[src/flow_ctl_defs.vh]
/*
 Constants of the conversion flow control block: register offsets, bit positions,
 access selections and timing counts.
 Assumes a 50 MHz bus clock and an AXI4-Lite slave with 32-bit data.
*/
// Summary of operation
// - With the converter enabled, flow bit changes take effect after three bus clocks.
// - All flow bits clear while the converter is disabled or soft-reset.
// - Flow bits set only while enabled; writing zero leaves a bit unchanged.
// - Restart mode: sampling starts two bus plus two conversion clocks after start.
// - Back-to-back restart mode: next sample five bus plus two conversion clocks later.
// - Trigger mode: restart also raises start; both bits clear together.
// - Trigger mode: sampling starts five bus clocks after the start bit drops.
// - Abort bit 7 aborts the sequence and list at the next conversion boundary.
// - Abort bit clears only once the sequence is aborted and converter idle.
// - Bus write of one to a set abort bit keeps it and flags overrun.
// - Internal abort line sets abort when selected; repeat while set is overrun.
// - Restart arriving early, without abort or end of list, sets abort automatically.
// - Automatic abort also sets the unexpected restart error flag.
// - Start bit 6 begins a sequence when nothing is converting.
// - Restart mode: start bit clears when the first conversion of the sequence begins sampling.
// - Bus write of one to a set start bit keeps it and sets start overrun error.
// - Internal start request while start bit set sets start overrun error.
// - Restart bit 5 loads top-of-list command when idle; clears once loaded.
`ifndef FLOW_CTL_DEFS_VH
`define FLOW_CTL_DEFS_VH
`define FLOW_REG_INDEX     3'h5
`define FLOW_REG_ADDR      {`FLOW_REG_INDEX, 2'h0}
`define STATUS_REG_ADDR    5'h08
`define CONTROL_REG_ADDR   5'h0c
`define BIT_ABORT          7
`define BIT_START          6
`define BIT_RESTART        5
`define BIT_SWAP           4
`define BIT_ERR_RESTART    0
`define BIT_ERR_START      1
`define BIT_ERR_OVERRUN    2
`define BIT_BUSY           3
`define BIT_ENABLE         0
`define BIT_SOFT_RESET     1
`define BIT_SEQUENCE_START_FLAG_MODE      2
`define BIT_SEL_LO         4
`define ACC_NONE           2'h0
`define ACC_BUS            2'h1
`define ACC_INTERNAL       2'h2
`define LATENCY_CYCLES     2'h3
`define RESTART_BUS_CYC    3'h2
`define B2B_BUS_CYC        3'h5
`define SEQUENCE_START_FLAG_BUS_CYC       3'h5
`define CONV_PUMP_CYC      3'h2
`define CONV_PERIOD_CYC    4'ha
`define RESP_OKAY          2'h0
`define RESP_SLVERR        2'h2
`endif

[src/flow_ctl.v]
/*
 Conversion flow control of an on-chip converter: abort, start, restart and
 list swap ready bits with overrun and error flagging, reached over AXI4-Lite.
 Assumes synchronous inputs, one 50 MHz clock and an internal request source
 that pulses its request lines for one cycle.
*/
// The AXI4-Lite register port was left to the implementer.
`timescale 1ns/1ps
`include "flow_ctl_defs.vh"
module flow_ctl (
   input  wire        clock,
   input  wire        rst_n,
   input  wire [4:0]  s_axi_awaddr,
   input  wire        s_axi_awvalid,
   output reg         s_axi_awready,
   input  wire [31:0] s_axi_wdata,
   input  wire [3:0]  s_axi_wstrb,
   input  wire        s_axi_wvalid,
   output reg         s_axi_wready,
   output reg  [1:0]  s_axi_bresp,
   output reg         s_axi_bvalid,
   input  wire        s_axi_bready,
   input  wire [4:0]  s_axi_araddr,
   input  wire        s_axi_arvalid,
   output reg         s_axi_arready,
   output reg  [31:0] s_axi_rdata,
   output reg  [1:0]  s_axi_rresp,
   output reg         s_axi_rvalid,
   input  wire        s_axi_rready,
   input  wire        abort_request,
   input  wire        start_request,
   input  wire        restart_request,
   input  wire        swap_request,
   input  wire        end_of_list,
   output reg         sample_start,
   output reg         conversion_busy
);
   ////////////////////////////////////////////////////////////////////////////
   // Registers and working state
   reg  [7:0] conversion_flow_control;
   reg  [2:0] error_flags;
   reg  [7:0] control;
   reg  [4:0] aw_addr;
   reg [31:0] w_data;
   reg  [3:0] w_strb;
   reg        aw_held;
   reg        w_held;
   reg  [1:0] latency;
   reg  [3:0] pend_set;
   reg  [3:0] pend_twice;
   reg  [2:0] bus_cnt;
   reg  [2:0] conv_cnt;
   reg  [3:0] period_cnt;
   reg        first_conv;
   reg  [7:0] next_flow;
   reg  [2:0] next_err;

   // Sequencer states, one-hot
   localparam ST_IDLE   = 4'b0001;
   localparam ST_LOAD   = 4'b0010;
   localparam ST_WAIT   = 4'b0100;
   localparam ST_CONV   = 4'b1000;
   reg  [3:0] state;

   // Decoded control fields and the committed write
   wire enabled    = control[`BIT_ENABLE] & ~control[`BIT_SOFT_RESET];
   wire sequence_start_flag_mode  = control[`BIT_SEQUENCE_START_FLAG_MODE];
   wire [1:0] source = control[`BIT_SEL_LO+1:`BIT_SEL_LO];
   wire bus_owns   = (source == `ACC_BUS);
   wire int_owns   = (source == `ACC_INTERNAL);
   wire do_write   = aw_held & w_held & ~s_axi_bvalid;
   wire flow_write = do_write & (aw_addr == `FLOW_REG_ADDR) & w_strb[0];

   // Register word of an address, zero for unmapped ones
   function [31:0] read_word;
      input [4:0] addr;
      begin
         case (addr)
            `FLOW_REG_ADDR:    read_word = {24'h000000, conversion_flow_control};
            `STATUS_REG_ADDR:  read_word = {28'h0000000, conversion_busy, error_flags};
            `CONTROL_REG_ADDR: read_word = {24'h000000, control};
            default:           read_word = 32'h00000000;
         endcase
      end
   endfunction

   // Decode of a mapped register address
   function mapped;
      input [4:0] addr;
      begin
         mapped = (addr == `FLOW_REG_ADDR) | (addr == `STATUS_REG_ADDR) |
                  (addr == `CONTROL_REG_ADDR);
      end
   endfunction

   ////////////////////////////////////////////////////////////////////////////
   // Bus slave
   always @(posedge clock or negedge rst_n) begin
      if (!rst_n) begin
         s_axi_awready <= 1'b0;
         s_axi_wready  <= 1'b0;
         s_axi_bvalid  <= 1'b0;
         s_axi_bresp   <= `RESP_OKAY;
         s_axi_arready <= 1'b0;
         s_axi_rvalid  <= 1'b0;
         s_axi_rresp   <= `RESP_OKAY;
         s_axi_rdata   <= 32'h00000000;
         aw_held       <= 1'b0;
         w_held        <= 1'b0;
         aw_addr       <= 5'h00;
         w_data        <= 32'h00000000;
         w_strb        <= 4'h0;
         control       <= 8'h00;
      end else begin
         s_axi_awready <= ~aw_held & ~s_axi_awready & s_axi_awvalid;
         s_axi_wready  <= ~w_held & ~s_axi_wready & s_axi_wvalid;
         if (s_axi_awvalid & s_axi_awready) begin
            aw_held <= 1'b1;
            aw_addr <= s_axi_awaddr;
         end
         if (s_axi_wvalid & s_axi_wready) begin
            w_held <= 1'b1;
            w_data <= s_axi_wdata;
            w_strb <= s_axi_wstrb;
         end
         // Address and data may come in either order; the response waits for both
         if (do_write) begin
            aw_held      <= 1'b0;
            w_held       <= 1'b0;
            s_axi_bvalid <= 1'b1;
            s_axi_bresp  <= mapped(aw_addr) ? `RESP_OKAY : `RESP_SLVERR;
            if (aw_addr == `CONTROL_REG_ADDR && w_strb[0])
               control <= w_data[7:0];
         end else if (s_axi_bready) begin
            s_axi_bvalid <= 1'b0;
         end
         // Soft reset lasts one cycle, then clears itself
         if (control[`BIT_SOFT_RESET])
            control[`BIT_SOFT_RESET] <= 1'b0;
         // Read data follows one cycle after the address is taken
         s_axi_arready <= ~s_axi_arready & ~s_axi_rvalid & s_axi_arvalid;
         if (s_axi_arvalid & s_axi_arready) begin
            s_axi_rvalid <= 1'b1;
            s_axi_rdata  <= read_word(s_axi_araddr);
            s_axi_rresp  <= mapped(s_axi_araddr) ? `RESP_OKAY : `RESP_SLVERR;
         end else if (s_axi_rready) begin
            s_axi_rvalid <= 1'b0;
         end
      end
   end

   ////////////////////////////////////////////////////////////////////////////
   // Set requests from the selected source, held through the latency window
   // Swap ready is honoured only together with restart
   wire [3:0] req_bus = flow_write & bus_owns ? {w_data[`BIT_ABORT], w_data[`BIT_START],
                        w_data[`BIT_RESTART], w_data[`BIT_SWAP] & w_data[`BIT_RESTART]}
                        : 4'h0;
   wire [3:0] req_int = int_owns ? {abort_request, start_request, restart_request,
                        swap_request & restart_request} : 4'h0;
   wire [3:0] req_all = req_bus | req_int;

   ////////////////////////////////////////////////////////////////////////////
   // Flow bits and error flags
   always @* begin
      next_flow = conversion_flow_control;
      next_err  = error_flags;
      if (latency == `LATENCY_CYCLES) begin
         // Repeated abort, start or restart requests on a set bit only raise flags
         if (pend_twice[3])
            next_err[`BIT_ERR_OVERRUN] = 1'b1;
         if (pend_twice[1])
            next_err[`BIT_ERR_OVERRUN] = 1'b1;
         if (pend_twice[2])
            next_err[`BIT_ERR_START] = 1'b1;
         // A restart while a sequence runs and end of list is low forces an abort
         if (pend_set[1] & ~next_flow[`BIT_ABORT] & ~end_of_list &
             (state != ST_IDLE)) begin
            next_flow[`BIT_ABORT] = 1'b1;
            next_err[`BIT_ERR_RESTART] = 1'b1;
         end
         if (pend_set[1] & sequence_start_flag_mode)
            next_flow[`BIT_START] = 1'b1;
         next_flow[`BIT_ABORT]   = next_flow[`BIT_ABORT] | pend_set[3];
         next_flow[`BIT_START]   = next_flow[`BIT_START] | pend_set[2];
         next_flow[`BIT_RESTART] = next_flow[`BIT_RESTART] | pend_set[1];
         next_flow[`BIT_SWAP]    = next_flow[`BIT_SWAP] | pend_set[0];
      end

      // Clears driven by the sequencer
      if (state == ST_IDLE && conversion_flow_control[`BIT_ABORT])
         next_flow[`BIT_ABORT] = 1'b0;
      if (state == ST_LOAD) begin
         next_flow[`BIT_RESTART] = 1'b0;
         next_flow[`BIT_SWAP]    = 1'b0;
         if (sequence_start_flag_mode)
            next_flow[`BIT_START] = 1'b0;
      end
      if (state == ST_WAIT && !sequence_start_flag_mode && bus_cnt == 3'h0 && conv_cnt == 3'h0 &&
          first_conv)
         next_flow[`BIT_START] = 1'b0;

      // Disable or soft reset overrides every set and clear
      if (!enabled) begin
         next_flow = 8'h00;
         next_err  = 3'h0;
      end
   end

   always @(posedge clock or negedge rst_n) begin
      if (!rst_n) begin
         conversion_flow_control <= 8'h00;
         error_flags             <= 3'h0;
         latency                 <= 2'h0;
         pend_set                <= 4'h0;
         pend_twice              <= 4'h0;
      end else begin
         conversion_flow_control <= next_flow;
         error_flags             <= next_err;
         if (!enabled) begin
            latency    <= 2'h0;
            pend_set   <= 4'h0;
            pend_twice <= 4'h0;
         // Requests inside the latency window are not taken
         end else if (latency == 2'h0 || latency == `LATENCY_CYCLES) begin
            if (req_all != 4'h0) begin
               latency    <= 2'h1;
               pend_set   <= req_all & ~{conversion_flow_control[7:4]};
               pend_twice <= req_all & conversion_flow_control[7:4];
            end else begin
               latency    <= 2'h0;
               pend_set   <= 4'h0;
               pend_twice <= 4'h0;
            end
         end else begin
            latency <= latency + 2'h1;
         end
      end
   end

   ////////////////////////////////////////////////////////////////////////////
   // Sequencer: list load, pump delay, conversion period
   always @(posedge clock or negedge rst_n) begin
      if (!rst_n) begin
         state           <= ST_IDLE;
         bus_cnt         <= 3'h0;
         conv_cnt        <= 3'h0;
         period_cnt      <= 4'h0;
         first_conv      <= 1'b0;
         sample_start    <= 1'b0;
         conversion_busy <= 1'b0;
      end else begin
         sample_start    <= 1'b0;
         conversion_busy <= (state != ST_IDLE);
         case (state)
            ST_IDLE: begin
               if (conversion_flow_control[`BIT_RESTART] & ~conversion_flow_control[`BIT_ABORT])
                  state <= ST_LOAD;
               else if (conversion_flow_control[`BIT_START] & enabled) begin
                  state      <= ST_WAIT;
                  bus_cnt    <= `RESTART_BUS_CYC - 3'h1;
                  conv_cnt   <= `CONV_PUMP_CYC;
                  first_conv <= 1'b1;
               end
            end
            // Restart mode returns to idle after the load and waits for start
            ST_LOAD: begin
               state <= sequence_start_flag_mode ? ST_WAIT : ST_IDLE;
               bus_cnt    <= `SEQUENCE_START_FLAG_BUS_CYC - 3'h1;
               conv_cnt   <= 3'h0;
               first_conv <= 1'b1;
            end
            ST_WAIT: begin
               if (!enabled || conversion_flow_control[`BIT_ABORT])
                  state <= ST_IDLE;
               else if (bus_cnt != 3'h0)
                  bus_cnt <= bus_cnt - 3'h1;
               else if (conv_cnt != 3'h0)
                  conv_cnt <= conv_cnt - 3'h1;
               else begin
                  state        <= ST_CONV;
                  sample_start <= 1'b1;
                  period_cnt   <= `CONV_PERIOD_CYC;
                  first_conv   <= 1'b0;
               end
            end
            // Disable stops at once; abort and list end wait for the boundary
            ST_CONV: begin
               if (!enabled)
                  state <= ST_IDLE;
               else if (period_cnt != 4'h0)
                  period_cnt <= period_cnt - 4'h1;
               else if (conversion_flow_control[`BIT_ABORT] || end_of_list)
                  state <= ST_IDLE;
               else begin
                  state    <= ST_WAIT;
                  bus_cnt  <= `B2B_BUS_CYC - 3'h1;
                  conv_cnt <= `CONV_PUMP_CYC;
               end
            end
            default: state <= ST_IDLE;
         endcase
      end
   end
endmodule // flow_ctl

[config.mk]
export PLATFORM = sky130hd
export DESIGN_NAME = flow_ctl
export DESIGN_NICKNAME = d
export VERILOG_FILES = /design/src/flow_ctl.v
export VERILOG_INCLUDE_DIRS = /design/src
export SDC_FILE = /design/constraint.sdc
export NUM_CORES = 1
export LEC_CHECK = 0
export ABC_AREA = 1
export ABC_CLOCK_PERIOD_IN_PS = 3300
export BUFFER_PORTS_ARGS = -buffer_cell sky130_fd_sc_hd__buf_2
export CAP_MARGIN = 20
export CORE_ASPECT_RATIO = 0.7
export CORE_MARGIN = 2
export CORE_UTILIZATION = 30
export CTS_CLUSTER_DIAMETER = 100
export DETAILED_ROUTE_END_ITERATION = 10
export SLEW_MARGIN = 40
export SYNTH_ARGS = -nofsm -noshare
export SYNTH_HDL_FRONTEND = slang
export SYNTH_SLANG_ARGS = --single-unit
[constraint.sdc]
create_clock -name clock -period 3.3 [get_ports clock]
set_input_delay 0.66 -clock clock [delete_from_list [all_inputs] [get_ports clock]]
set_output_delay 0.66 -clock clock [all_outputs]
set_load 0.01 [all_outputs]
=== After elaboration in Yosys (flattened, before gate mapping) ===
Cells that the tools add are included.

* $add $sub $neg: 4
* Multipliers: 0
* Divide/modulo/power cells: 0
* $lt $le $gt $ge: 0
* Eq/ne operators: 36
* Shift operators: 0
* Multiplexer cells: 84
* Bitwise operators: 45
* Reductions and logical operators: 37

{| class="wikitable"
|+ Operator list
! operator !! number
|-
| $mux W4 || 21
|-
| $mux W3 || 20
|-
| $mux W1 || 30
|-
| $pmux W3 S4 || 2
|-
| $pmux W8 S3 || 1
|-
| $and A1 B1 Y1 || 23
|-
| $eq A5 B4 Y1 const B || 4
|-
| $ne A2 B2 Y1 const B || 9
|-
| $pmux W4 S4 || 1
|-
| $reduce_bool A2 Y1 || 7
|-
| $mux W2 || 6
|-
| $ne A2 B1 Y1 const B || 6
|-
| $ne A3 B3 Y1 const B || 4
|-
| $reduce_and A6 Y1 || 2
|-
| $reduce_bool A4 Y1 || 3
|-
| $eq A5 B5 Y1 const B || 2
|-
| $not A1 Y1 || 10
|-
| $reduce_and A2 Y1 || 5
|-
| $ne A3 B1 Y1 const B || 3
|-
| $reduce_and A9 Y1 || 1
|-
| $reduce_bool A3 Y1 || 3
|-
| $and A4 B4 Y4 || 2
|-
| $mux W8 || 1
|-
| $or A1 B1 Y1 || 8
|-
| other kinds (21) || 32
|}

* Register bits: 99
* Latch bits: 0
* Memory bits (writable): 0
* Bits in read-only memories: 0
* Bits of input ports: 58
* Output and inout port bits: 43
* Word-level logic and storage cells: 237
* Memories: 0

=== Depth between registers and ports, before layout ===
* Word-level depth: 12
* Gate-level depth with buffers: 11
* Mapped depth without buffers: 11

=== Worst setup path after synthesis ===
No wires, ideal clock.

* Path kind: in2reg
* Start: input port s_axi_araddr[1]
* End: register s_axi_rdata[1]
* Setup time: 65 ps
* Arrival time: 1,404 ps
* Data required time: 3,235 ps
* Slack: 1,830 ps
* Stages: 7
* Buffers on the path: 0
* Path through: nor2_1 nand2_1 nor2_2 nand2_1 o22ai_1 nand2_1 nand2_1

* Cells in the longest elaborated chain, start to end: 2
* Elaborated cells between the ends (all ways): 4
* Classes of those cells: eq/ne: 3; mux: 1

{| class="wikitable"
|+ RTL lines
! element !! line !! RTL
|-
| start, declared || flow_ctl.v:23 || <nowiki>input wire [4:0] s_axi_araddr,</nowiki>
|-
| $eq A5 B4 Y1 or $eq A5 B5 Y1 (tied branches) || flow_ctl.v:78 || <nowiki>case (addr)</nowiki>
|-
| $pmux W8 S3 * || flow_ctl.v:78 ||
|-
| end signal, assigned || flow_ctl.v:144 || <nowiki>s_axi_rdata <= read_word(s_axi_araddr);</nowiki>
|-
| end, declared || flow_ctl.v:26 || <nowiki>output reg [31:0] s_axi_rdata,</nowiki>
|}

Mark *: on every way between the ends. The rest lies on a longest branch, timed or not.
A chain may end at the register's enable or synchronous reset.

=== Worst setup path in the final report ===
* Start: register conv_cnt[0]
* End: register period_cnt[3]

* Cells in the longest elaborated chain, start to end: 3

{| class="wikitable"
|+ RTL lines
! element !! line !! RTL
|-
| start, declared || flow_ctl.v:52 || <nowiki>reg [2:0] conv_cnt;</nowiki>
|-
| start signal, assigned || flow_ctl.v:261 || <nowiki>conv_cnt <= `CONV_PUMP_CYC;</nowiki>
|-
| start signal, assigned || flow_ctl.v:278 || <nowiki>conv_cnt <= conv_cnt - 3'h1;</nowiki>
|-
| start signal, assigned || flow_ctl.v:297 || <nowiki>conv_cnt <= `CONV_PUMP_CYC;</nowiki>
|-
| $reduce_bool A3 Y1 || flow_ctl.v:277 || <nowiki>else if (conv_cnt != 3'h0)</nowiki>
|-
| $ne A2 B2 Y1 (no source line) || n/a ||
|-
| $reduce_and A6 Y1 (no source line) || n/a ||
|-
| end signal, assigned || flow_ctl.v:282 || <nowiki>period_cnt <= `CONV_PERIOD_CYC;</nowiki>
|-
| end signal, assigned || flow_ctl.v:291 || <nowiki>period_cnt <= period_cnt - 4'h1;</nowiki>
|-
| end, declared || flow_ctl.v:53 || <nowiki>reg [3:0] period_cnt;</nowiki>
|}

Every way passes these cells.

==> impl_results.md <==
- Outcome: complete, no violations
- Leak Pwr: between 2 and 2.5 nW
- Worst-margin pin slew: about 720 ps
- Worst path cell trace: inv_1 > ha_1 > inv_1 > nor2_1 > inv_1 > nor2_1 > nand3_2 > nand2_4 > nand2_1 > nand2_1 > nand3_1
- Setup crit start: conv_cnt[0]
- Clk buf depth: 2
- Seq/Total Area, Yosys: around 50%
- Worst reg-to-reg path cell count: 11
- Via count of the first global-routing pass: approximately 2,700
- Worst setup margin: between 1500 and 2000 ps
- Most frequent cells in the layout: 117 x nand2_1, 71 x dfrtp_1, 47 x buf_2
- Number of enable flip-flop cells after synthesis: 0
- Antenna violations before repair: 0
- Fillcell total: ~1,200
- Max Freq: ~600 MHz
- Biggest area consumer among synthesized cells: dfrtp_1
- Cell repeated most along the worst path: inv_1
- Die area: 13,000 um^2
- Fin. Hold Viols: 0
- Fin Hold WS: 383 ps
- CP Max Fanout: 9
- Top cells by area, synth: dfrtp_1 49%, nand2_1 12%, buf_4 5.4%
- R2R Path Start: conv_cnt[0]
- Cts hold-fix bufs: 0
- Worst skew pair latency: around 330 ps
- Die outline height: a little under 100 um
- Skew final: 7.57 ps
- Critical Path RT: roughly 3500 ps
- CTS sink count: just over 70
- Final TNS setup: 0 ps
- CTS tree: done
- Setup repair bufs after CTS: 0
- Crit path kind: reg -> reg
- Crit end category: register
- Total Nets Final: 549
- Avg Inst Size Synth: roughly 8.4 um^2
- FF+latch area: approximately 1800 um^2
- Synth async-reset ratio: 100%
- Congestion Overflow GR: 0
- Placement Setup Slack: 1470 ps
- CP max-delay cell: dfrtp_1
- Netlist cell types: 36
- Register bit count reported by yosys: 72
- Commonest non-fill, non-tap cell in the layout: nand2_1
- Chip width: around 140 um
- DRT iter0 DRCs: 230
- Largest net degree at the start of global routing: 43
- DRT antenna net count: 0
- PD cells: 614 nW/um^2
- Final worst-path cycle share: between 50% and 60%
- Post-synth top flop: dfrtp_1
- Post-CTS sizing: 0
- Core area: between 10,000 and 15,000 um^2
- Antenna Cells: 0
- Layout cell share with drive strength beyond 1: about a fifth
- Ys Warns: 0
- Ports: ~100
- Detailed-route DRC error count: 0
- Worst reg2reg path endpoint: period_cnt[3]
- Placed cell count: 631
- Initial Utilization: 30.9%
- First-pass GRT wire length: roughly 13,000 um
- Final slew viol count: 0
- Area occupied by multi-input gates: about 1500 um^2
- H-tree levels: 3
- Worst setup SP type: register
- Drt total wl: 7820 um
- Final min period: about 1700 ps
- R2r setup slk: about 1600 ps
- Total CTS buffers: 9
- RSZ-0062 raised after global routing: no
- PortBufs: 47
- Post-Syn Instances: 431
- Max incr delay on CP: 380 ps
- Hold Crit Class: in -> async
- Row cnt: 33
- Slew margin rel.: approximately 52%
- Critical Path AT: roughly 1900 ps
- Router iterations before antenna repair: 4
- Final setup fails: 0
- Vias per cell: 4.40
- Area growth, synth to finish: 18.2%
- Detailed placer's ending HPWL: 5950 um
- Clock transition at path regs: approximately 60 ps
- Mapped Area: around 3600 um^2
- Root buf cell: clkbuf_16
- Max cap viols: 0
- Layout Cells excl Fill: approximately 650
- Routed via count: 2,844
- GPL Wtd Cong: 0.832
- Share of the synthesized area in the top cell type: about 50%
- DR WL/cell: approximately 12 um
- Max IR drop VDD: between 0.0002 and 0.0003 V
- GRT Overall Usage: a little over an eighth
==> synth_stat cells (2+ instances only) <==
| cell | count |
|---|---|
| nand2_1 | 117 |
| dfrtp_1 | 71 |
| inv_1 | 46 |
| o21ai_0 | 34 |
| nor2_1 | 27 |
| buf_4 | 26 |
| nand3_1 | 21 |
| a21oi_1 | 19 |
| nand2_2 | 7 |
| nor2_2 | 7 |
| ha_1 | 6 |
| nor3_1 | 5 |
| o22ai_1 | 5 |
| nand3_2 | 4 |
| nand4_1 | 4 |
| inv_2 | 3 |
| nor3b_1 | 3 |
| o21ai_1 | 3 |
| clkbuf_1 | 2 |
| nand2_4 | 2 |
| nor2_4 | 2 |
| nor2_8 | 2 |
| xor2_1 | 2 |
==> logic make-up after synthesis <==
family / share of synthesized area, %
adders and majority gates: 2.06
and+or+nand+nor: 26.8
xor gates and xnor gates: 0.482
DFF: 49.6
AOI/OAI and AO/OA: 9.88
buffers and inverters: 11.1
other: 0.103
==> power breakdown <==
| part | switching [mW] | total, mW | leakage (nW) | internal [mW] |
|---|---|---|---|---|
| clock | 0.354 | 1.09 | 0.159 | 0.735 |
| combinational | 0.276 | 0.414 | 1.11 | 0.138 |
| sequential | 0.0968 | 1.13 | 0.965 | 1.04 |
==> registers in the layout, indices dropped and copies added (netlist names), 2 cells and up <==
register                 count
aw_addr                      5
bus_cnt                      3
control                      8
conv_cnt                     3
conversion_flow_control      4
error_flags                  3
latency                      2
pend_set                     4
pend_twice                   3
period_cnt                   4
s_axi_rdata                  8
state                        4
w_data                       8
==> routing by layer <==
layer	GRT usage, %	up-vias	share of wire, %
met5	0	-	0
met2	17.7	68	40
met3	3.58	5	5.5
met1	19.8	1328	54
li1	-	1443	-
met4	4.34	0	0.78
==> through the flow <==
step           total power [mW]  utilization [%]  area, um^2
2_1_floorplan              1.44                -        3730
3_3_place_gp               1.56             33.7        3960
3_5_place_dp               1.56             33.7        3960
4_1_cts                    2.67             36.5        4300
5_1_grt                    2.79             36.5        4300
6_report                   2.64             36.5        4300
==> cell type report <==
cell class / instances / share of cell area (%)
clock buffers: 10 / 5.33
clock inverters: 5 / 2.47
inverters: 49 / 4.28
multi-input cells: 305 / 35.5
flip-flops and latches: 72 / 42.0
well taps: 157 / 4.57
repair buffers: 48 / 5.94
==> critical path: cells and delay by family (launching register included) <==
kind,cells,cell delay [ps]
DFF,1,380
buffers and inverters,3,210
and+or+nand+nor,7,850
adders and majority gates,1,140
==> how the worst max path moves through the flow <==
stage | endpoint
finish | period_cnt[3]
global route | period_cnt[3]
CTS | period_cnt[3]
detailed placement | s_axi_rdata[1]
global placement | s_axi_rdata[1]
floorplan | s_axi_rdata[1]
(Power assumes the default switching activity.)
